### src/sac_pkg.sv
// sac_pkg: constants for the successive-approximation converter control
// assumes: 32-bit plain register port, one clock clk_sys at 200 MHz
package sac_pkg;
    // register offsets (byte addresses)
    localparam logic [7:0] SAC_CTRL_OFS    = 8'h00;
    localparam logic [7:0] SAC_PIN_OFS     = 8'h04;
    localparam logic [7:0] SAC_RESULT_OFS  = 8'h08;
    localparam logic [7:0] SAC_IRQEN_OFS   = 8'h0c;
    localparam logic [7:0] SAC_FLAG_OFS    = 8'h10;
    localparam logic [7:0] SAC_PRESC_OFS   = 8'h14;
    localparam logic [7:0] SAC_STATUS_OFS  = 8'h18;
    // register fields
    localparam int SAC_CHS_LO_BIT = 0;
    localparam int SAC_CHS_HI_BIT = 1;
    localparam int SAC_CLKSEL_BIT = 2;
    localparam int SAC_START_BIT  = 3;
    localparam int SAC_FLAG_BIT   = 0;
    localparam int SAC_IRQEN_BIT  = 0;
    localparam int SAC_BUSY_BIT   = 0;
    // widths and reset values
    localparam int SAC_RES_W   = 8;
    localparam int SAC_CH_N    = 4;
    localparam int SAC_PRES_W  = 4;
    localparam logic [3:0] SAC_PRES_RST = 4'h0;
    localparam logic [2:0] SAC_LAST_BIT = 3'h0;
    localparam logic [2:0] SAC_FIRST_BIT = 3'h7;
    // state machine
    typedef enum logic [1:0] {
        SAC_IDLE   = 2'b00,
        SAC_WAIT   = 2'b01,
        SAC_SAMPLE = 2'b10,
        SAC_CONV   = 2'b11
    } sac_state_type;
endpackage : sac_pkg

### src/sac_ctrl.sv
// sac_ctrl: control of an 8-bit successive-approximation converter
// assumes: analog comparator answer is asynchronous; plain register port master on clk_sys
//
// The implementer's own choices: strobed register access and the placing of the registers.
`timescale 1ns/1ps
`default_nettype none
module sac_ctrl
    import sac_pkg::*;
(
    // clock and reset
    input  wire logic                  clk_sys,
    input  wire logic                  rst,
    // register port
    input  wire logic [7:0]            reg_addr,
    input  wire logic [31:0]           reg_wdata,
    input  wire logic                  reg_wr,
    input  wire logic                  reg_rd,
    output logic      [31:0]           reg_rdata,
    // analog front end
    input  wire logic                  comp_above,
    output logic                       sample_hold,
    output logic      [1:0]            mux_select,
    output logic      [SAC_RES_W-1:0]  dac_code,
    output logic                       conv_clock_en,
    // shared port pins
    output logic      [SAC_CH_N-1:0]   analog_pin_enable,
    // cpu interrupt
    output logic                       conv_irq
);

////////////////////////////////////////////////////////////////////////////////
// decoding helpers

    function automatic logic hit(input logic [7:0] a, input logic [7:0] ofs);
        hit = (a == ofs);
    endfunction : hit

////////////////////////////////////////////////////////////////////////////////
// register state

    logic                  clk_sel_q,  clk_sel_d;
    logic [1:0]            chan_q,     chan_d;
    logic [SAC_CH_N-1:0]   pin_en_q,   pin_en_d;
    logic                  irq_en_q,   irq_en_d;
    logic                  flag_q,     flag_d;
    logic [SAC_PRES_W-1:0] presc_q,    presc_d;
    logic [31:0]           rdata_q,    rdata_d;
    logic                  irq_q,      irq_d;
    logic                  done;
    logic                  busy;
    logic                  start_wr;

    assign start_wr = reg_wr && hit(reg_addr, SAC_CTRL_OFS) && reg_wdata[SAC_START_BIT];

    always_comb begin
        clk_sel_d = clk_sel_q;
        chan_d    = chan_q;
        pin_en_d  = pin_en_q;
        irq_en_d  = irq_en_q;
        presc_d   = presc_q;
        flag_d    = flag_q;
        rdata_d   = 32'h0000_0000;
        if (reg_wr) begin
            if (hit(reg_addr, SAC_CTRL_OFS)) begin
                clk_sel_d = reg_wdata[SAC_CLKSEL_BIT];
                chan_d    = {reg_wdata[SAC_CHS_HI_BIT], reg_wdata[SAC_CHS_LO_BIT]};
            end
            if (hit(reg_addr, SAC_PIN_OFS)) begin
                pin_en_d = reg_wdata[SAC_CH_N-1:0];
            end
            if (hit(reg_addr, SAC_IRQEN_OFS)) begin
                irq_en_d = reg_wdata[SAC_IRQEN_BIT];
            end
            if (hit(reg_addr, SAC_PRESC_OFS)) begin
                presc_d = reg_wdata[SAC_PRES_W-1:0];
            end
            if (hit(reg_addr, SAC_FLAG_OFS) && reg_wdata[SAC_FLAG_BIT]) begin
                flag_d = 1'b0;
            end
        end
        // set beats clear in the same cycle
        if (done) begin
            flag_d = 1'b1;
        end
        if (reg_rd) begin
            unique case (reg_addr)
                // start bit always reads zero
                SAC_CTRL_OFS:   rdata_d = {29'h0, clk_sel_q, chan_q};
                SAC_PIN_OFS:    rdata_d = {28'h0, pin_en_q};
                SAC_RESULT_OFS: rdata_d = {24'h0, dac_code};
                SAC_IRQEN_OFS:  rdata_d = {31'h0, irq_en_q};
                SAC_FLAG_OFS:   rdata_d = {31'h0, flag_q};
                SAC_PRESC_OFS:  rdata_d = {28'h0, presc_q};
                SAC_STATUS_OFS: rdata_d = {31'h0, busy};
                default:        rdata_d = 32'h0000_0000;
            endcase
        end
        irq_d = flag_d && irq_en_d;
    end

    always_ff @(posedge clk_sys) begin
        if (rst) begin
            clk_sel_q <= 1'b0;
            chan_q    <= 2'h0;
            pin_en_q  <= 4'h0;
            irq_en_q  <= 1'b0;
            flag_q    <= 1'b0;
            presc_q   <= SAC_PRES_RST;
            rdata_q   <= 32'h0000_0000;
            irq_q     <= 1'b0;
        end else begin
            clk_sel_q <= clk_sel_d;
            chan_q    <= chan_d;
            pin_en_q  <= pin_en_d;
            irq_en_q  <= irq_en_d;
            flag_q    <= flag_d;
            presc_q   <= presc_d;
            rdata_q   <= rdata_d;
            irq_q     <= irq_d;
        end
    end

    assign reg_rdata         = rdata_q;
    assign analog_pin_enable = pin_en_q;
    assign mux_select        = chan_q;
    assign conv_irq          = irq_q;

////////////////////////////////////////////////////////////////////////////////
// comparator synchroniser

    logic cmp_s1_q;
    logic cmp_s2_q;

    always_ff @(posedge clk_sys) begin
        if (rst) begin
            cmp_s1_q <= 1'b0;
            cmp_s2_q <= 1'b0;
        end else begin
            cmp_s1_q <= comp_above;
            cmp_s2_q <= cmp_s1_q;
        end
    end

////////////////////////////////////////////////////////////////////////////////
// conversion clock: prescaled or half-rate tick, only while a conversion runs

    logic [SAC_PRES_W-1:0] pdiv_q, pdiv_d;
    logic                  half_q, half_d;
    logic                  tick;
    logic                  run_q,  run_d;

    always_comb begin
        pdiv_d = pdiv_q;
        half_d = half_q;
        if (!run_q) begin
            pdiv_d = '0;
            half_d = 1'b0;
        end else begin
            half_d = ~half_q;
            pdiv_d = (pdiv_q == presc_q) ? '0 : pdiv_q + 1'b1;
        end
        tick = run_q && (clk_sel_q ? half_q : (pdiv_q == presc_q));
    end

    always_ff @(posedge clk_sys) begin
        if (rst) begin
            pdiv_q <= '0;
            half_q <= 1'b0;
        end else begin
            pdiv_q <= pdiv_d;
            half_q <= half_d;
        end
    end

////////////////////////////////////////////////////////////////////////////////
// successive-approximation sequencer

    sac_state_type         state_q, state_d;
    logic [2:0]            bit_q,   bit_d;
    logic [SAC_RES_W-1:0]  code_q,  code_d;
    logic                  done_q,  done_d;
    logic                  sh_q,    sh_d;

    always_comb begin
        state_d = state_q;
        bit_d   = bit_q;
        code_d  = code_q;
        run_d   = run_q;
        done_d  = 1'b0;
        sh_d    = 1'b0;
        unique case (state_q)
            SAC_IDLE: begin
                if (start_wr) begin
                    run_d   = 1'b1;
                    state_d = SAC_WAIT;
                end
            end
            SAC_WAIT: begin
                if (tick) begin
                    state_d = SAC_SAMPLE;
                    sh_d    = 1'b1;
                end
            end
            SAC_SAMPLE: begin
                sh_d = 1'b1;
                if (tick) begin
                    sh_d    = 1'b0;
                    state_d = SAC_CONV;
                    bit_d   = SAC_FIRST_BIT;
                    code_d  = 8'h80;
                end
            end
            SAC_CONV: begin
                if (tick) begin
                    // keep the trial bit if input is above the trial level
                    code_d[bit_q] = cmp_s2_q;
                    if (bit_q == SAC_LAST_BIT) begin
                        state_d = SAC_IDLE;
                        run_d   = 1'b0;
                        done_d  = 1'b1;
                    end else begin
                        code_d[bit_q - 3'h1] = 1'b1;
                        bit_d = bit_q - 3'h1;
                    end
                end
            end
        endcase
    end

    always_ff @(posedge clk_sys) begin
        if (rst) begin
            state_q <= SAC_IDLE;
            bit_q   <= SAC_FIRST_BIT;
            code_q  <= 8'h00;
            run_q   <= 1'b0;
            done_q  <= 1'b0;
            sh_q    <= 1'b0;
        end else begin
            state_q <= state_d;
            bit_q   <= bit_d;
            code_q  <= code_d;
            run_q   <= run_d;
            done_q  <= done_d;
            sh_q    <= sh_d;
        end
    end

    assign done          = done_q;
    assign busy          = run_q;
    assign dac_code      = code_q;
    assign sample_hold   = sh_q;
    assign conv_clock_en = run_q;
endmodule : sac_ctrl
`default_nettype wire

### config.mk
export PLATFORM = sky130hd
export DESIGN_NAME = sac_ctrl
export DESIGN_NICKNAME = d
export VERILOG_FILES = /design/src/sac_pkg.sv /design/src/sac_ctrl.sv
export SDC_FILE = /design/constraint.sdc
export NUM_CORES = 1
export LEC_CHECK = 0
export ABC_CLOCK_PERIOD_IN_PS = 2300
export BUFFER_PORTS_ARGS = -buffer_cell sky130_fd_sc_hd__buf_2
export CAP_MARGIN = 15
export CORE_ASPECT_RATIO = 0.8
export CORE_MARGIN = 2
export CORE_UTILIZATION = 49
export CTS_CLUSTER_SIZE = 20
export DETAILED_ROUTE_END_ITERATION = 12
export GPL_TIMING_DRIVEN = 0
export HOLD_SLACK_MARGIN = 0.05
export PLACE_DENSITY = 0.8
export SYNTH_ARGS = -nofsm -noshare
export SYNTH_HDL_FRONTEND = slang
export SYNTH_SLANG_ARGS = --single-unit
### constraint.sdc
create_clock -name clk_sys -period 2.3 [get_ports clk_sys]
set_input_delay 0.345 -clock clk_sys [delete_from_list [all_inputs] [get_ports clk_sys]]
set_output_delay 0.345 -clock clk_sys [all_outputs]
set_load 0.02 [all_outputs]
==> flow_summary.rst <==
.. list-table::
   :header-rows: 1

   * - Metric
     - Value
   * - Worst path setup slack after routing
     - 0.2200 ns
   * - Outcome
     - completed
   * - Share of cells above drive strength 1
     - 26.38%
   * - Synthesized area per cell
     - between 8 and 9 um2
   * - Area growth from synthesis to layout
     - 17.90%
   * - Antenna-violating nets left
     - 0
   * - Internal portion of total power
     - approximately 1.1 mW
   * - Final Hold Viols
     - 0
   * - Max_cap viols
     - 0
   * - Fraction of synthesized cell area taken by the top area cell type
     - between 30% and 40%
   * - Post-placement setup slack
     - between 0.07 and 0.08 ns
   * - Class of the tightest hold or removal check
     - in2reg
   * - Max Root-Sink Buffers
     - 2
   * - Fraction of power consumed by sequential logic
     - about 54%
   * - Yosys top cell by area
     - sky130_fd_sc_hd__dfxtp_1
   * - Largest fanout on the critical path
     - 8
   * - Antenna violations before repair
     - 0
   * - Total number of clock tree sinks
     - 45
   * - Chip Height
     - about 67 um
   * - Yosys warnings
     - 0
   * - Via count normalized by instance count
     - around 5.2
   * - Critical path data arrival time
     - ~2.3 ns
   * - Most utilized layer in the global route result
     - met2
   * - Buffer type at the clock tree root
     - sky130_fd_sc_hd__clkbuf_8
   * - Vias after detailed routing
     - around 2,100
   * - Gate power share
     - 15.8%
   * - Number of cells in the design after placement
     - between 300 and 400
   * - Floorplan die area
     - around 0.0056 mm2
   * - RSZ-0062 raised after global routing
     - no
   * - IO Count
     - 94
   * - Starting DRT DRC Count
     - 119
   * - Number of antenna diodes
     - 0
   * - Die width
     - just over 80 um
   * - Clock share of power
     - a little over 30%
   * - Post-Syn Area
     - 0.002440 mm2
   * - Number of search-and-repair iterations in the first detailed-routing pass
     - 4
   * - Final count of negative-setup-slack endpoints
     - 0
   * - Grt ovf
     - 0
   * - Clock buffer count from CTS
     - 5
   * - Worst setup SP type
     - flip-flop
   * - Count of unresolved DRC violations after routing
     - 0
   * - M1 GR Usage
     - around 29%
   * - Leading register cell type out of synthesis
     - sky130_fd_sc_hd__dfxtp_1
   * - Number of I/O port buffers
     - 39
   * - Final worst path period need
     - just over 2 ns
   * - Most used standard cell by instance count after synthesis
     - sky130_fd_sc_hd__dfxtp_1
   * - Switching power as a share of total power
     - between 20% and 30%
   * - Post-CTS Repair Setup Buffers
     - 0
   * - Effective utilization at floorplan
     - 52.14%
   * - Skew final
     - between 0.004 and 0.005 ns
   * - Clock tree from TritonCTS
     - done
   * - Wire length per cell
     - 13.25 um
   * - Post-route insts no fill
     - 405
   * - Global-route wire length before repair
     - about 9 mm
   * - Share of the core filled with cells
     - about three fifths
   * - Flip-flop and latch count after synthesis
     - 45
   * - Number of global-route vias before repair
     - about 1,900
   * - Clock slew at reported path FFs
     - ~0.08 ns
   * - Max-slew headroom
     - ~62%
   * - Post-synth ARST share
     - 0%
   * - Total number of placement rows
     - 22
   * - Peak VDD IR
     - ~0.35 mV
   * - Power density normalized to cell area
     - 529.3 mW/mm2
   * - Number of H-tree levels
     - 2
   * - Net Switching
     - about 0.42 mW
   * - Gr usage total
     - about a fifth
   * - Final-layout setup total negative slack
     - 0 ns
   * - Met3 capacity usage during global routing
     - under 10%
   * - Proportion of synthesized chip area in sequential cells
     - between 30 and 40%
   * - Classification of the worst setup path
     - reg2reg
   * - Most instantiated cells after synthesis
     - sky130_fd_sc_hd__dfxtp_1, sky130_fd_sc_hd__nor2_1, sky130_fd_sc_hd__buf_4, sky130_fd_sc_hd__nand2_1, sky130_fd_sc_hd__a21oi_1
   * - Max-slew violation count
     - 0
   * - Highest achievable clock rate
     - just under 500 MHz
   * - Worst-skew pair later-pin latency
     - 0.29 ns
   * - Number of distinct library cells after synthesis
     - 52
   * - Number of nets in the layout
     - between 300 and 400
   * - Pin count of the biggest net entering global routing
     - 14
   * - Worst setup EP type
     - flip-flop
   * - Post-Synthesis Cells
     - approximately 280
   * - Required arrival time at the worst endpoint
     - between 2 and 3 ns
   * - Core outline area
     - around 0.0047 mm2
   * - Detailed placer's ending HPWL
     - approximately 4.1 mm
   * - Area contributors post-synth
     - sky130_fd_sc_hd__dfxtp_1, sky130_fd_sc_hd__buf_4, sky130_fd_sc_hd__nor2_1, sky130_fd_sc_hd__mux2i_1, sky130_fd_sc_hd__nand2_1
   * - GP Congestion
     - about 0.90
   * - Number of hold buffers added after CTS
     - 0
   * - Pin slew with the least headroom to its limit
     - between 0.5 and 0.6 ns
   * - Leakage component of the power
     - 1.262 nW
   * - Number of enable flip-flop cells after synthesis
     - 0
   * - Final wirelength
     - 5.366 mm
   * - Met2 Resource Use GR
     - between 30% and 40%
   * - Final critical-path share of the clock period
     - about nine tenths
[flip-flops by register name (all words and copies together), names as in the netlist, 2 cells and up]
name / count
dac_code: 8
reg_rdata: 8
analog_pin_enable: 4
pdiv_q: 4
presc_q: 4
bit_q: 3
mux_select: 2
state_q: 2
[worst max-delay path, cell delays in order, from the launching register on]
cell	delay [ns]
sky130_fd_sc_hd__dfxtp_2	0.37
sky130_fd_sc_hd__inv_1	0.21
sky130_fd_sc_hd__ha_1	0.27
sky130_fd_sc_hd__or3b_1	0.42
sky130_fd_sc_hd__a21oi_1	0.24
sky130_fd_sc_hd__a211oi_1	0.11
sky130_fd_sc_hd__a211o_1	0.29
sky130_fd_sc_hd__a21oi_1	0.11
[power groups by stage]
| stage | clock, mW | combinational, mW | sequential, mW |
|---|---|---|---|
| floorplan | 0 | 0.175 | 0.837 |
| finish | 0.466 | 0.241 | 0.816 |
| global route | 0.530 | 0.261 | 0.820 |
| detailed placement | 0 | 0.236 | 0.835 |
| global placement | 0 | 0.229 | 0.833 |
| CTS | 0.478 | 0.238 | 0.816 |
[logic make-up after synthesis]
logic type                 share of synthesized area, %
buffers and inverters                             11.03
and+or+nand+nor                                   22.00
adders and majority gates                         3.590
other                                            0.1537
xor gates and xnor gates                          3.385
AOI/OAI and AO/OA                                 16.46
DFF                                               36.92
muxes                                             6.461
[cell usage in the layout, fill, tap and decap left out, types with 5 or more instances in the layout]
master,count
sky130_fd_sc_hd__dfxtp_1,44
sky130_fd_sc_hd__buf_2,41
sky130_fd_sc_hd__nor2_1,32
sky130_fd_sc_hd__nand2_1,24
sky130_fd_sc_hd__buf_4,24
sky130_fd_sc_hd__conb_1,24
sky130_fd_sc_hd__a21oi_1,16
sky130_fd_sc_hd__clkbuf_1,10
sky130_fd_sc_hd__mux2i_1,9
sky130_fd_sc_hd__inv_1,8
sky130_fd_sc_hd__nand3_1,7
sky130_fd_sc_hd__ha_1,7
sky130_fd_sc_hd__nor3_1,6
sky130_fd_sc_hd__a211oi_1,6
sky130_fd_sc_hd__nor2b_1,6
sky130_fd_sc_hd__and3_1,6
sky130_fd_sc_hd__clkbuf_8,5
[final cells by class]
class                           instances  area, um2
Sequential cell                        45      902.1
Fill cell                             431       1803
Buffer                                 36      235.2
Timing Repair Buffer                   39      195.2
Tap cell                               60      75.07
Inverter                                8      30.03
Clock inverter                          2      10.01
Clock buffer                            6      72.57
Multi-Input combinational cell        209       1356
[per-layer routing]
metal,share of wire [%],vias to the layer above
met5,0,-
met4,0.35,0
met3,6.9,4
met2,43,80
met1,50,972
li1,-,1061
[through the flow]
step           power [mW]  hold slack [ns]  instance area, um2
3_5_place_dp        1.071           0.4022                2796
6_report            1.522           0.2589                2877
5_1_grt             1.611           0.2608                2877
3_3_place_gp        1.063           0.3984                2796
2_1_floorplan       1.012           0.3885                2526
4_1_cts             1.532           0.2547                2879
[what timing repair did]
action                                  in CTS  in global routing
endpoints found under the hold margin        0                  0
endpoints found under the setup margin       0                  8
gates resized for setup                      0                  1
[worst paths after layout]
kind,from,endpoint,slack (ns),cells after the start
worst min-delay path,comp_above,cmp_s1_q$_SDFF_PP0_,0.26,2
worst min register to register,half_q$_SDFF_PP0_,half_q$_SDFF_PP0_,0.41,1
worst max-delay path,bit_q[0]$_SDFFE_PP1P_,dac_code[6]$_SDFFE_PP0P_,0.22,7
worst max register to register,bit_q[0]$_SDFFE_PP1P_,dac_code[6]$_SDFFE_PP0P_,0.22,7
Note: power is estimated with default switching activity, not from simulation.
